`src/verilog/usb_port_map.svh`:
```
`ifndef USB_PORT_MAP_SVH
`define USB_PORT_MAP_SVH
`define OFS_HOST_VERSION   12'h400
`define OFS_HOST_CONTROL   12'h404
`define OFS_PORT_STATUS    12'h450
`define VERSION_BCD        8'h10
`define PS_CONNECT         0
`define PS_CONNECT_CHG     1
`define PS_ENABLE          2
`define PS_ENABLE_CHG      3
`define PS_OVC_ACTIVE      4
`define PS_OVC_CHG         5
`define PS_RESUME          6
`define HC_RATIO_LO        0
`define HC_PERIODIC_EN     2
`define HC_ISO_EN          3
`define HC_CONTROL_EN      4
`define HC_BULK_EN         5
`define HC_STATE_LO        6
`define HC_ROUTING         8
`define HC_WAKE_CONN       9
`define HC_WAKE_EN         10
`define HC_WRITE_MASK      32'h0000_07FF
`define RESUME_EXIT_US     2000
`define SOF_DELAY_US       1000
`define CLK_MHZ            250
`endif

```
`src/verilog/usb_port_pkg.sv`:
```
`default_nettype none
package usb_port_pkg;
  typedef enum logic [1:0] {
    state_reset       = 2'b00,
    state_resume      = 2'b01,
    state_operational = 2'b10,
    state_suspend     = 2'b11
  } func_state_e;
  typedef enum logic [1:0] {
    list_periodic,
    list_control,
    list_bulk,
    list_idle
  } list_sel_e;
endpackage : usb_port_pkg
`default_nettype wire

```
`src/verilog/usb_port_ctrl.sv`:
```
// Notes on behaviour
// - J-to-K while suspended sets resume bit and port change detect pulse.
// - Software setting resume bit raises no port change detect.
// - K driven while resume set; after clear, idle reached within 2 ms. The code stops K a cycle after the zero write; the bit clears at idle or after 2 ms.
// - Over-current change set on any over-current edge; write one clears.
// - Over-current active bit mirrors the present over-current condition.
// - Enable change set only on disable for port error at EOF2.
// - Writing one to enable ignored; set only when reset finds high-speed.
// - Disconnect, fault or software zero disables; disabled port blocks data.
// - Connect change set on every connect edge, even already set.
// - Connect status bit shows present attach state.
// - Port power off forces resume, enable, enable change, connect change and connect to zero.
// - Port status resets only on hardware or controller reset.
// - Version field is read-only 0x10.
// - Wake enable with resume detected raises remote wakeup, not interrupt.
// - Wake connected cleared by hardware reset, kept over software reset.
// - Routing bit steers interrupts to normal or management line.
// - State codes 00,01,10,11; soft reset suspends, hard reset resets.
// - Entering operational starts start-of-frame tokens 1 ms later.
// - Hardware changes state only from suspend to resume on resume.
// - List enables take effect at next frame start.
// - Isochronous descriptor with iso disabled ends periodic, goes to lists.
// - Ratio N serves N+1 control per bulk; count kept across frames.
//
// The Wishbone register port was decided locally.
`timescale 1ns/1ps
`default_nettype none
`include "usb_port_map.svh"
module usb_port_ctrl #(
  parameter int unsigned RESUME_EXIT_CYC = (`RESUME_EXIT_US * `CLK_MHZ),
  parameter int unsigned SOF_DELAY_CYC   = (`SOF_DELAY_US * `CLK_MHZ)
) (
  input  wire logic              i_clk,
  input  wire logic              i_rst,
  input  wire logic              i_soft_rst,
  input  wire logic [11:0]       wb_adr_i,
  input  wire logic [31:0]       wb_dat_i,
  input  wire logic [3:0]        wb_sel_i,
  input  wire logic              wb_we_i,
  input  wire logic              wb_cyc_i,
  input  wire logic              wb_stb_i,
  output logic      [31:0]       wb_dat_o,
  output logic                   wb_ack_o,
  input  wire logic              i_port_power,
  input  wire logic              i_line_k,
  input  wire logic              i_connect,
  input  wire logic              i_overcurrent,
  input  wire logic              i_port_error_eof2,
  input  wire logic              i_reset_done_hs,
  input  wire logic              i_hs_idle,
  input  wire logic              i_frame_start,
  input  wire logic              i_iso_desc_seen,
  input  wire logic              i_ctrl_desc_done,
  input  wire logic              i_bulk_desc_done,
  input  wire logic              i_irq_event,
  output logic                   o_port_change_detect,
  output logic                   o_drive_resume_k,
  output logic                   o_port_data_block,
  output logic                   o_sof_enable,
  output logic                   o_remote_wakeup,
  output logic                   o_irq_host,
  output logic                   o_irq_smi,
  output logic                   o_downstream_reset,
  output usb_port_pkg::func_state_e o_func_state,
  output usb_port_pkg::list_sel_e   o_list_sel
);
  import usb_port_pkg::*;

  localparam int unsigned RW = 22;

  // Two-stage synchronisers for the port pins.
  logic [4:0] pin_meta_reg;
  logic [4:0] pin_sync_reg;
  logic       k_prev_reg;
  logic       conn_prev_reg;
  logic       ovc_prev_reg;
  always_ff @(posedge i_clk or posedge i_rst) begin
    if (i_rst) begin
      pin_meta_reg  <= '0;
      pin_sync_reg  <= '0;
      k_prev_reg    <= 1'b0;
      conn_prev_reg <= 1'b0;
      ovc_prev_reg  <= 1'b0;
    end else begin
      pin_meta_reg  <= {i_port_power, i_line_k, i_connect, i_overcurrent, i_hs_idle};
      pin_sync_reg  <= pin_meta_reg;
      k_prev_reg    <= pin_sync_reg[3];
      conn_prev_reg <= pin_sync_reg[2];
      ovc_prev_reg  <= pin_sync_reg[1];
    end
  end
  logic pwr;
  logic k_line;
  logic conn;
  logic ovc;
  logic hs_idle;
  assign {pwr, k_line, conn, ovc, hs_idle} = pin_sync_reg;

  // Wishbone classic slave: one-cycle ack, dropped after one cycle.
  logic bus_req;
  logic wr_en;
  logic wr_port;
  logic wr_ctrl;
  assign bus_req = wb_cyc_i && wb_stb_i && !wb_ack_o;
  assign wr_en   = bus_req && wb_we_i;
  assign wr_port = wr_en && (wb_adr_i == `OFS_PORT_STATUS) && wb_sel_i[0];
  assign wr_ctrl = wr_en && (wb_adr_i == `OFS_HOST_CONTROL);

  function automatic logic [31:0] lane_merge(input logic [31:0] old, input logic [31:0] nw,
                                             input logic [3:0] sel);
    logic [31:0] r;
    r = old;
    for (int i = 0; i < 4; i++) begin
      if (sel[i]) begin
        r[i*8 +: 8] = nw[i*8 +: 8];
      end
    end
    return r;
  endfunction : lane_merge

  // Port status bits.
  logic resume_reg;
  logic enable_reg;
  logic en_chg_reg;
  logic conn_chg_reg;
  logic ovc_chg_reg;
  logic [RW-1:0] exit_cnt_reg;
  logic resume_exit_reg;
  logic j_to_k;
  assign j_to_k = k_line && !k_prev_reg && resume_reg == 1'b0 && enable_reg
                  && o_func_state == state_suspend;

  always_ff @(posedge i_clk or posedge i_rst) begin
    if (i_rst) begin
      resume_reg      <= 1'b0;
      resume_exit_reg <= 1'b0;
      exit_cnt_reg    <= '0;
    end else if (i_soft_rst || !pwr) begin
      resume_reg      <= 1'b0;
      resume_exit_reg <= 1'b0;
      exit_cnt_reg    <= '0;
    end else if (j_to_k) begin
      resume_reg <= 1'b1;
    end else if (wr_port && wb_dat_i[`PS_RESUME] && !resume_reg) begin
      resume_reg <= 1'b1;
    end else if (wr_port && !wb_dat_i[`PS_RESUME] && resume_reg && !resume_exit_reg) begin
      resume_exit_reg <= 1'b1;
      exit_cnt_reg    <= '0;
    end else if (resume_exit_reg) begin
      exit_cnt_reg <= exit_cnt_reg + 1'b1;
      if (hs_idle || exit_cnt_reg >= RW'(RESUME_EXIT_CYC - 1)) begin
        resume_reg      <= 1'b0;
        resume_exit_reg <= 1'b0;
      end
    end
  end

  always_ff @(posedge i_clk or posedge i_rst) begin
    if (i_rst) begin
      o_port_change_detect <= 1'b0;
      o_drive_resume_k     <= 1'b0;
      o_port_data_block    <= 1'b1;
    end else begin
      o_port_change_detect <= j_to_k && pwr && !i_soft_rst;
      o_drive_resume_k     <= resume_reg && !resume_exit_reg;
      o_port_data_block    <= !enable_reg;
    end
  end

  always_ff @(posedge i_clk or posedge i_rst) begin
    if (i_rst) begin
      enable_reg <= 1'b0;
      en_chg_reg <= 1'b0;
    end else if (i_soft_rst || !pwr) begin
      enable_reg <= 1'b0;
      en_chg_reg <= 1'b0;
    end else begin
      if (!conn || i_port_error_eof2 || (wr_port && !wb_dat_i[`PS_ENABLE])) begin
        enable_reg <= 1'b0;
      end else if (i_reset_done_hs) begin
        enable_reg <= 1'b1;
      end
      if (i_port_error_eof2 && enable_reg) begin
        en_chg_reg <= 1'b1;
      end else if (wr_port && wb_dat_i[`PS_ENABLE_CHG]) begin
        en_chg_reg <= 1'b0;
      end
    end
  end

  always_ff @(posedge i_clk or posedge i_rst) begin
    if (i_rst) begin
      conn_chg_reg <= 1'b0;
      ovc_chg_reg  <= 1'b0;
    end else if (i_soft_rst) begin
      conn_chg_reg <= 1'b0;
      ovc_chg_reg  <= 1'b0;
    end else begin
      if (pwr && conn != conn_prev_reg) begin
        conn_chg_reg <= 1'b1;
      end else if (!pwr || (wr_port && wb_dat_i[`PS_CONNECT_CHG])) begin
        conn_chg_reg <= 1'b0;
      end
      if (ovc != ovc_prev_reg) begin
        ovc_chg_reg <= 1'b1;
      end else if (wr_port && wb_dat_i[`PS_OVC_CHG]) begin
        ovc_chg_reg <= 1'b0;
      end
    end
  end

  logic [31:0] port_rd;
  always_comb begin
    port_rd = '0;
    port_rd[`PS_CONNECT]     = conn && pwr;
    port_rd[`PS_CONNECT_CHG] = conn_chg_reg;
    port_rd[`PS_ENABLE]      = enable_reg;
    port_rd[`PS_ENABLE_CHG]  = en_chg_reg;
    port_rd[`PS_OVC_ACTIVE]  = ovc;
    port_rd[`PS_OVC_CHG]     = ovc_chg_reg;
    port_rd[`PS_RESUME]      = resume_reg;
  end

  // Host control register.
  logic [10:0] ctrl_reg;
  logic [10:0] ctrl_next;
  logic [31:0] ctrl_merged;
  assign ctrl_merged = lane_merge({21'h0, ctrl_reg}, wb_dat_i, wb_sel_i)
                       & `HC_WRITE_MASK;
  always_comb begin
    ctrl_next = ctrl_reg;
    if (wr_ctrl) begin
      ctrl_next = ctrl_merged[10:0];
    end else if (ctrl_reg[`HC_STATE_LO +: 2] == state_suspend && j_to_k) begin
      ctrl_next[`HC_STATE_LO +: 2] = state_resume;
    end
  end
  always_ff @(posedge i_clk or posedge i_rst) begin
    if (i_rst) begin
      ctrl_reg <= '0;
    end else if (i_soft_rst) begin
      ctrl_reg <= {ctrl_reg[10:8], state_suspend, 6'h00};
    end else begin
      ctrl_reg <= ctrl_next;
    end
  end

  // Start-of-frame delay after entering operational.
  logic [RW-1:0] sof_cnt_reg;
  logic          sof_wait_reg;
  logic          entering_op;
  assign entering_op = ctrl_next[`HC_STATE_LO +: 2] == state_operational
                       && ctrl_reg[`HC_STATE_LO +: 2] != state_operational;
  always_ff @(posedge i_clk or posedge i_rst) begin
    if (i_rst) begin
      sof_cnt_reg  <= '0;
      sof_wait_reg <= 1'b0;
      o_sof_enable <= 1'b0;
    end else if (i_soft_rst || ctrl_next[`HC_STATE_LO +: 2] != state_operational) begin
      sof_cnt_reg  <= '0;
      sof_wait_reg <= 1'b0;
      o_sof_enable <= 1'b0;
    end else if (entering_op) begin
      sof_cnt_reg  <= '0;
      sof_wait_reg <= 1'b1;
    end else if (sof_wait_reg) begin
      sof_cnt_reg <= sof_cnt_reg + 1'b1;
      if (sof_cnt_reg >= RW'(SOF_DELAY_CYC - 1)) begin
        sof_wait_reg <= 1'b0;
        o_sof_enable <= 1'b1;
      end
    end
  end

  // List enables latched at frame start; list selection with ratio count.
  logic [3:0] list_en_reg;
  logic [1:0] ratio_cnt_reg;
  always_ff @(posedge i_clk or posedge i_rst) begin
    if (i_rst) begin
      list_en_reg <= '0;
    end else if (i_frame_start) begin
      list_en_reg <= ctrl_reg[5:2];
    end
  end
  always_ff @(posedge i_clk or posedge i_rst) begin
    if (i_rst) begin
      o_list_sel    <= list_idle;
      ratio_cnt_reg <= '0;
    end else begin
      if (i_frame_start) begin
        o_list_sel <= ctrl_reg[`HC_PERIODIC_EN] ? list_periodic : list_control;
      end else if (o_list_sel == list_periodic && i_iso_desc_seen && !list_en_reg[1]) begin
        o_list_sel <= list_control;
      end else if (i_ctrl_desc_done) begin
        if (ratio_cnt_reg >= ctrl_reg[1:0] && list_en_reg[3]) begin
          ratio_cnt_reg <= '0;
          o_list_sel    <= list_bulk;
        end else begin
          ratio_cnt_reg <= ratio_cnt_reg + 1'b1;
        end
      end else if (i_bulk_desc_done) begin
        o_list_sel <= list_en_reg[2] ? list_control : list_bulk;
      end
    end
  end

  // Remote wakeup, interrupt routing and state output.
  logic resume_seen_reg;
  always_ff @(posedge i_clk or posedge i_rst) begin
    if (i_rst) begin
      resume_seen_reg    <= 1'b0;
      o_remote_wakeup    <= 1'b0;
      o_irq_host         <= 1'b0;
      o_irq_smi          <= 1'b0;
      o_downstream_reset <= 1'b1;
      o_func_state       <= state_reset;
    end else begin
      if (j_to_k) begin
        resume_seen_reg <= 1'b1;
      end else if (i_soft_rst || !ctrl_reg[`HC_WAKE_EN]) begin
        resume_seen_reg <= 1'b0;
      end
      o_remote_wakeup    <= ctrl_reg[`HC_WAKE_EN] && resume_seen_reg;
      o_irq_host         <= i_irq_event && !ctrl_reg[`HC_ROUTING];
      o_irq_smi          <= i_irq_event && ctrl_reg[`HC_ROUTING];
      o_downstream_reset <= ctrl_reg[`HC_STATE_LO +: 2] == state_reset;
      o_func_state       <= func_state_e'(ctrl_reg[`HC_STATE_LO +: 2]);
    end
  end

  always_ff @(posedge i_clk or posedge i_rst) begin
    if (i_rst) begin
      wb_ack_o <= 1'b0;
      wb_dat_o <= '0;
    end else begin
      wb_ack_o <= bus_req;
      wb_dat_o <= '0;
      if (bus_req && !wb_we_i) begin
        unique case (wb_adr_i)
          `OFS_HOST_VERSION: wb_dat_o <= {24'h0, `VERSION_BCD};
          `OFS_HOST_CONTROL: wb_dat_o <= {21'h0, ctrl_reg};
          `OFS_PORT_STATUS:  wb_dat_o <= port_rd;
          default:           wb_dat_o <= '0;
        endcase
      end
    end
  end

  a_ovc_change: assert property (@(posedge i_clk) disable iff (i_rst)
    (ovc != ovc_prev_reg && !i_soft_rst) |=> ovc_chg_reg)
    else $error("over-current change not flagged");
  a_enable_ignore: assert property (@(posedge i_clk) disable iff (i_rst)
    (!enable_reg && !i_reset_done_hs) |=> !enable_reg)
    else $error("enable set without high-speed reset");
  a_conn_change: assert property (@(posedge i_clk) disable iff (i_rst)
    (pwr && conn != conn_prev_reg && !i_soft_rst) |=> conn_chg_reg)
    else $error("connect change lost");
  a_power_off: assert property (@(posedge i_clk) disable iff (i_rst)
    $fell(pwr) |=> (!resume_reg && !enable_reg && !en_chg_reg))
    else $error("fields not cleared on power off");
  a_resume_pcd: assert property (@(posedge i_clk) disable iff (i_rst)
    (wr_port && !j_to_k) |=> !o_port_change_detect)
    else $error("change detect on software resume");
  // Independent count of the cycles spent returning to high-speed idle.
  logic [RW-1:0] exit_watch_reg;
  always_ff @(posedge i_clk or posedge i_rst) begin
    if (i_rst) begin
      exit_watch_reg <= '0;
    end else if (resume_exit_reg) begin
      exit_watch_reg <= exit_watch_reg + 1'b1;
    end else begin
      exit_watch_reg <= '0;
    end
  end
  a_resume_exit: assert property (@(posedge i_clk) disable iff (i_rst)
    resume_exit_reg |-> exit_watch_reg < RW'(RESUME_EXIT_CYC))
    else $error("resume exit exceeded 2 ms");
  a_version_ro: assert property (@(posedge i_clk) disable iff (i_rst)
    (bus_req && !wb_we_i && wb_adr_i == `OFS_HOST_VERSION) |=> wb_dat_o == 32'h0000_0010)
    else $error("version read wrong");
  a_routing_split: assert property (@(posedge i_clk) disable iff (i_rst)
    i_irq_event |=> (o_irq_smi == ctrl_reg[`HC_ROUTING] || $past(wr_ctrl)))
    else $error("interrupt misrouted");
  c_j_to_k: cover property (@(posedge i_clk) disable iff (i_rst) j_to_k);
  c_sof_on: cover property (@(posedge i_clk) disable iff (i_rst) $rose(o_sof_enable));
  c_bulk: cover property (@(posedge i_clk) disable iff (i_rst) o_list_sel == list_bulk);
endmodule : usb_port_ctrl
`default_nettype wire

```
`config.mk`:
```
export PLATFORM = sky130hd
export DESIGN_NAME = usb_port_ctrl
export DESIGN_NICKNAME = d
export VERILOG_FILES = /design/src/verilog/usb_port_pkg.sv /design/src/verilog/usb_port_ctrl.sv
export VERILOG_INCLUDE_DIRS = /design/src /design/src/verilog
export SDC_FILE = /design/constraint.sdc
export NUM_CORES = 1
export LEC_CHECK = 0
export ABC_AREA = 1
export BUFFER_PORTS_ARGS = -buffer_cell sky130_fd_sc_hd__buf_2
export CAP_MARGIN = 20
export CORE_MARGIN = 2
export CORE_UTILIZATION = 38
export CTS_CLUSTER_SIZE = 28
export DETAILED_ROUTE_END_ITERATION = 16
export GPL_ROUTABILITY_DRIVEN = 0
export PLACE_DENSITY = 0.65
export SYNTH_ARGS = -nofsm -noshare
export SYNTH_HDL_FRONTEND = slang
export SYNTH_SLANG_ARGS = --single-unit
```
`constraint.sdc`:
```
create_clock -name i_clk -period 4.1 [get_ports i_clk]
set_input_delay 1.23 -clock i_clk [delete_from_list [all_inputs] [get_ports i_clk]]
set_output_delay 1.23 -clock i_clk [all_outputs]
set_load 0.02 [all_outputs]
```
==> results of run 1 <==
[cell usage in the layout, fill, tap and decap left out, drive strengths merged]
cell type and n:
a21boi 2, clkinv 2, xor2 25, xnor2 8
o21bai 1, nand3b 3, a21oi 13, nand4 39
nor2 102, nor3b 2, clkbuf 11, dfrtp 101
o2111ai 1, inv 104, a22o 1, buf 70
a211oi 1, conb 21, o31ai 2, bufinv 1
nor4 1, nor3 22, nor2b 1, o21ai 21
nand3 39, nand2 184, ha 4, o22ai 8
dfstp 4, or2 1
[final cells by class]
class / instances / area [um^2]
clock buffers: 11 / 243
flip-flops and latches: 105 / 2630
fillers: 1466 / 8170
repair buffers: 70 / 373
inverters: 102 / 385
clock inverters: 5 / 61.3
well taps: 184 / 230
multi-input cells: 502 / 2490
[stage by stage]
step	hold WS [ns]	area, um^2
after floorplan	0.331	5760
after global placement	0.334	6110
after detailed placement	0.336	6110
after CTS	0.353	6420
after global routing	0.362	6420
final	0.349	6420
[power breakdown]
part	switching, mW	total [mW]	internal [mW]
Combinational	0.0997	0.142	0.0427
Clock	0.388	0.883	0.495
Sequential	0.0141	1.07	1.06
[metal layers]
metal  global-route usage  vias to the layer above  wire, um  share of wire
li1                     -                     2382         -              -
met1                0.223                     2084      5930           0.48
met2                0.258                       85      5860           0.48
met3               0.0327                       11       376          0.031
met4               0.0433                        0       129          0.010
met5                    0                        -         0              0
[worst max-delay path by stage]
stage / startpoint / end / slack [ns] / cells after the start
after floorplan: i_rst / conn_chg_reg / 0.12 / 1
after global placement: wb_adr_i[8] / sof_cnt_reg[14] / 1.04 / 12
after detailed placement: wb_adr_i[8] / sof_cnt_reg[12] / 1.04 / 12
after CTS: wb_adr_i[8] / sof_cnt_reg[12] / 1.40 / 12
after global routing: wb_adr_i[8] / sof_cnt_reg[12] / 1.22 / 12
final: wb_adr_i[8] / sof_cnt_reg[12] / 1.42 / 12
[cells by family (layout without fill, tap and decap cells)]
group / after synthesis / after routing
compound gates: 50 / 50
xor+xnor: 33 / 33
fa+ha+maj: 4 / 4
buf+inv: 137 / 188
flops: 105 / 105
other cells: 1 / 21
simple gates: 394 / 394
==> flow_metrics.py, run 1 <==
metrics = {
    "min_path": {
        "holdPathEnd": "pin_sync_reg[1]",
        "whs_path_depth": 0,
        "hold_path_class": "reg -> reg",
        "hold_start": "pin_meta_reg[1]",
    },
    "synth": {
        "yosysSeqAreaShare": 0.463,
        "synthSimpleGateAreaFrac": 0.316,
        "synth_top_family_by_area": "simple AND/OR/NAND/NOR gates",
        "synth-compound-area-share": 0.0498,
        "muxShareOfSynthArea": 0,
        "yosys.cell_types.count": 40,
        "yosysMostFrequentCell": "nand2_1",
        "ys.flop_type": "dfrtp_1",
        "yosysTopAreaCell": "dfrtp_1",
        "synth_xor_area_frac": 0.0509,
        "netlist_area_mm2": 0.00568,
        "ys_warn_count": 0,
        "synthTopCellsByArea": "dfrtp_1 (44%), nand2_1 (12%), inv_1 (6.6%), nor2_1 (6.1%), nand4_1 (4.3%)",
        "synth_edf_count": 0,
        "synth_top_area_frac": 0.445,
        "synth_fa_ha_area_frac": 0.00881,
        "async_flop_share": 1.00,
        "synth_cells": 724,
        "synth_seq_cells": 105,
        "syn_avg_cell_area_um2": 7.85,
        "synth_common_cells": "nand2_1 (179), dfrtp_1 (101), inv_1 (100), nor2_1 (93), nand4_1 (39)",
    },
    "power_and_ir_drop": {
        "power.density_mw_per_mm2": 327,
        "p_leak_nw": 3.15,
        "peakVddDrop_v": 0.000209,
        "p_total_mw": 2.10,
    },
    "grt": {
        "overflow": 0,
        "grt_max_degree": 58,
        "antenna_found_initial": 0,
        "grt_pass1_wl_um": 21000,
        "grtUsageTotal": 0.161,
        "grt_pass1_vias": 4419,
    },
    "setup_path": {
        "path_cells": "buf_2 > inv_1 > nand2_1 > nor2_1 > nand3_2 > nand2_1 > nand2_2 > nor2_4 > nand2_2 > nor2_4 > nand2_1 > nand2_1",
        "ff2ff_path_depth": 9,
        "timing.rr.start": "exit_cnt_reg[0]",
        "cpMostUsedCell": "nand2_1",
        "rrSetupSlack_ns": 1.95,
        "path_delay_family": "simple AND/OR/NAND/NOR gates",
        "crit_required_ns": 4.38,
        "cpPeakStageDelay_ns": 0.36,
        "start_kind": "input port",
        "crit_slowest_cell": "nor2_1",
        "rr_endpoint": "exit_cnt_reg[14]",
        "cp.arrival_ns": 2.96,
        "cp_num_buf_inv": 2,
        "endpoint_kind": "register",
        "crit_path_max_fanout": 20,
        "crit_type": "in -> reg",
    },
    "die": {
        "start_util": 0.389,
        "coreArea_mm2": 0.0146,
        "dieArea_mm2": 0.0159,
        "num_io_pins": 111,
        "rows": 44,
        "fp.dieH_um": 126,
        "die_w_um": 126,
    },
    "sta": {
        "worst_slack_ns": 1.42,
        "slew_headroom": 0.594,
        "fin_setup_tns_ns": 0,
        "rsz0062_at_grt": "false",
        "period_minus_slack_ns": 2.68,
        "clock_skew_ns": 0.00754,
        "tightest_slew_ns": 0.609,
        "layout_worst_path_cycle_share": 0.654,
        "hold_viol": 0,
        "fmax_mhz": 373,
        "slew_viol_final": 0,
        "setup_viol": 0,
    },
    "final_layout": {
        "final_core_utilization": 0.440,
        "fin_nets": 860,
        "syn_to_final_growth_pct": 13.0,
        "drive_gt1_frac": 0.142,
        "antennaDiodeCount": 0,
        "fin_cells": 979,
    },
    "detailed_routing": {
        "drt_iter0_drc": 264,
        "viasPerCell": 4.66,
        "vias": 4562,
        "wl_um": 12300,
        "drc": 0,
        "drtAntennaViolNets": 0,
        "dr.pass1.iters": 5,
        "routedWlPerCell_um": 12.6,
    },
    "run": {
        "cap_violations": 0,
    },
    "clocking": {
        "post_cts_buffers": 0,
        "cts-root-buf": "clkbuf_16",
        "clk_latency_ns": 0.34,
        "cts-buffers-inserted": 9,
        "clkSlewWorstSetupHoldPaths_ns": 0.07,
        "htreeDepth": 3,
        "cts.sinks": 105,
        "max-clock-path-buffers": 2,
        "hold_buffers": 0,
        "cts_resized": 0,
        "cts_tree": "yes",
    },
    "placement": {
        "portBuffers": 66,
        "dp_slack_ns": 1.04,
        "dp_hpwl_um": 8960,
        "dp_cells": 963,
    },
    "status": {
        "status": "complete, no violations",
    },
}
Power figures use the tool's default switching activity.
==> run 2: changes to the inputs <==
--- a/config.mk
+++ b/config.mk
@@ -6,7 +6,7 @@
 export SDC_FILE = /design/constraint.sdc
 export NUM_CORES = 1
 export LEC_CHECK = 0
-export ABC_AREA = 1
+export ABC_AREA = 0
 export BUFFER_PORTS_ARGS = -buffer_cell sky130_fd_sc_hd__buf_2
 export CAP_MARGIN = 20
 export CORE_MARGIN = 2
@@ -14,7 +14,7 @@
 export CTS_CLUSTER_SIZE = 28
 export DETAILED_ROUTE_END_ITERATION = 16
 export GPL_ROUTABILITY_DRIVEN = 0
-export PLACE_DENSITY = 0.65
+export PLACE_DENSITY = 0.66
 export SYNTH_ARGS = -nofsm -noshare
 export SYNTH_HDL_FRONTEND = slang
 export SYNTH_SLANG_ARGS = --single-unit
==> constraint.sdc (replaced) <==
create_clock -name i_clk -period 2.43 [get_ports i_clk]
set_input_delay 0.729 -clock i_clk [delete_from_list [all_inputs] [get_ports i_clk]]
set_output_delay 0.729 -clock i_clk [all_outputs]
set_load 0.02 [all_outputs]
==> flow_metrics.py, run 2 <==
metrics = {
    "die": {
        "start_util": 0.388,
        "coreArea_mm2": 0.0126,
        "fp.dieH_um": 118,
        "dieArea_mm2": 0.0138,
        "num_io_pins": 111,
        "rows": 41,
        "die_w_um": 118,
    },
    "grt": {
        "grtUsageTotal": 0.149,
        "grt_max_degree": 106,
        "grt_pass1_vias": 3543,
        "antenna_found_initial": 0,
        "grt_pass1_wl_um": 16900,
        "overflow": 0,
    },
    "clocking": {
        "cts-buffers-inserted": 9,
        "max-clock-path-buffers": 2,
        "cts.sinks": 105,
        "cts_tree": "yes",
        "clkSlewWorstSetupHoldPaths_ns": 0.07,
        "cts-root-buf": "clkbuf_16",
        "htreeDepth": 3,
        "hold_buffers": 0,
        "clk_latency_ns": 0.35,
    },
    "setup_path": {
        "cp.arrival_ns": 2.62,
        "crit_type": "in -> reg",
        "endpoint_kind": "register",
        "crit_required_ns": 2.70,
        "start_kind": "input port",
        "crit_path_max_fanout": 42,
    },
    "final_layout": {
        "syn_to_final_growth_pct": 20.3,
        "final_core_utilization": 0.467,
        "fin_nets": 638,
        "mostFrequentLayoutCells": "dfrtp_1 (101), buf_2 (66), nor2_1 (55)",
        "fin_cells": 745,
        "num-fill-cells": 1160,
        "drive_gt1_frac": 0.241,
        "antennaDiodeCount": 0,
        "mostFrequentLayoutCell": "dfrtp_1",
    },
    "sta": {
        "worst_slack_ns": 0.0827,
        "fmax_mhz": 426,
        "slew_viol_final": 0,
        "timing.hold.ws_ns": 0.351,
        "tightest_slew_ns": 0.574,
        "period_minus_slack_ns": 2.35,
        "layout_worst_path_cycle_share": 0.966,
        "setup_viol": 0,
        "clock_skew_ns": 0.00639,
        "hold_viol": 0,
        "rsz0062_at_grt": "true",
        "slew_headroom": 0.617,
    },
    "synth": {
        "netlist_area_mm2": 0.00490,
        "yosysTopAreaCell": "dfrtp_1",
        "ys.flop_type": "dfrtp_1",
        "synth_top_area_frac": 0.516,
        "synth_edf_count": 0,
        "yosysSeqAreaShare": 0.537,
        "synthTopCellsByArea": "dfrtp_1 (52%), nor2_1 (4.2%), buf_4 (3.4%), nand2_1 (3.2%), a21oi_1 (2.5%)",
        "yosysMostFrequentCell": "dfrtp_1",
        "syn_avg_cell_area_um2": 10.2,
        "yosys.cell_types.count": 55,
        "async_flop_share": 1.00,
        "synth_cells": 479,
        "synth_seq_cells": 105,
        "ys_warn_count": 0,
        "synth_common_cells": "dfrtp_1 (101), nor2_1 (55), nand2_1 (42), a21oi_1 (24), buf_4 (22)",
    },
    "detailed_routing": {
        "wl_um": 10100,
        "wl_met3_um": 505,
        "vias": 3780,
        "highest_layer": "met4",
        "drc": 0,
        "wl_met2_um": 4820,
        "drt_iter0_drc": 347,
        "dr.pass1.iters": 4,
        "met1_length_um": 4590,
        "routedWlPerCell_um": 13.5,
        "drtAntennaViolNets": 0,
        "viasPerCell": 5.07,
    },
    "placement": {
        "portBuffers": 66,
        "dp_cells": 728,
        "dp_slack_ns": -0.358,
        "dp_hpwl_um": 7140,
    },
    "run": {
        "cap_violations": 0,
    },
    "power_and_ir_drop": {
        "peakVddDrop_v": 0.000348,
        "power.density_mw_per_mm2": 604,
        "p_total_mw": 3.56,
        "p_leak_nw": 2.65,
    },
    "min_path": {
        "hold_path_class": "reg -> reg",
    },
    "status": {
        "status": "complete, no violations",
    },
}
## run 2: cell types whose count changed in the layout (fill, tap and decap cells not counted), moves of 9 or more
cell,delta
nor2_1,-38
and3_1,+10
a21oi_1,+9
nand4_1,-28
xor2_1,-13
nand3_1,-20
buf_4,+21
or3_1,+11
or4_1,+9
inv_1,-87
nand2_1,-137
nor3_1,-11
## run 2: per-stage QoR
step	setup TNS [ns]	instance area, um^2
after floorplan	-0.207	4990
after global placement	-6.59	5560
after detailed placement	-9.25	5560
after CTS	0	5870
after global routing	-0.0199	5890
final	0	5890
## run 2: repair_timing
action | in CTS | in global routing
buffers inserted | 0 | 1
resized for setup | 0 | 5
endpoints found under the hold margin | 0 | 0
setup endpoints to repair | 0 | 15
## run 2: kinds of logic (layout without fill, tap and decap cells)
logic type      count (synthesis)  count (layout)  synth area share
flops                         105             105             0.537
compound gates                 78              78             0.101
xor+xnor                       23              23            0.0411
simple gates                  205             205             0.222
mux                            14              14            0.0304
fa+ha+maj                       4               4            0.0102
other cells                     1              21          0.000766
buf+inv                        49             123            0.0572
## run 2: metal layers
metal,global-route usage,vias up
met5,0,-
met4,0.0497,0
met3,0.0329,11
met2,0.235,102
met1,0.205,1840
li1,-,1827
## run 2: path summary, 6_finish.rpt
| kind | depth (start not counted) | slack [ns] | startpoint | to |
|---|---|---|---|---|
| max in group asynchronous | 3 | 1.47 | i_rst | pin_meta_reg[0] |
| hold / removal | 0 | 0.35 | pin_meta_reg[0] | pin_sync_reg[0] |
| min in group asynchronous | 3 | 0.50 | i_rst | o_irq_smi |
| setup / recovery | 8 | 0.08 | wb_adr_i[1] | exit_cnt_reg[9] |
| hold reg to reg | 0 | 0.35 | pin_meta_reg[0] | pin_sync_reg[0] |
| setup reg to reg | 7 | 0.28 | wb_ack_o | exit_cnt_reg[9] |
## run 2: cell type report
type,count,area (um^2),share of cell area
clock buffers,9,225,0.0382
repair buffers,94,591,0.100
flip-flops and latches,105,2630,0.447
multi-input cells,345,2090,0.355
inverters,13,52.6,0.00892
well taps,172,215,0.0365
clock inverters,7,85.1,0.0144
## run 2: worst max-delay path: stages
cell     delay (ns)
buf_2          0.11
nor4_4         0.29
nand4_2        0.15
o31a_1         0.28
o21a_2         0.22
buf_12         0.17
or4_1          0.51
a21oi_1        0.15
## run 2: power by group
part           leakage (nW)  internal [mW]  switching [mW]
logic                  1.11         0.0962           0.156
registers              1.39           1.79          0.0239
clock network         0.153          0.821           0.674
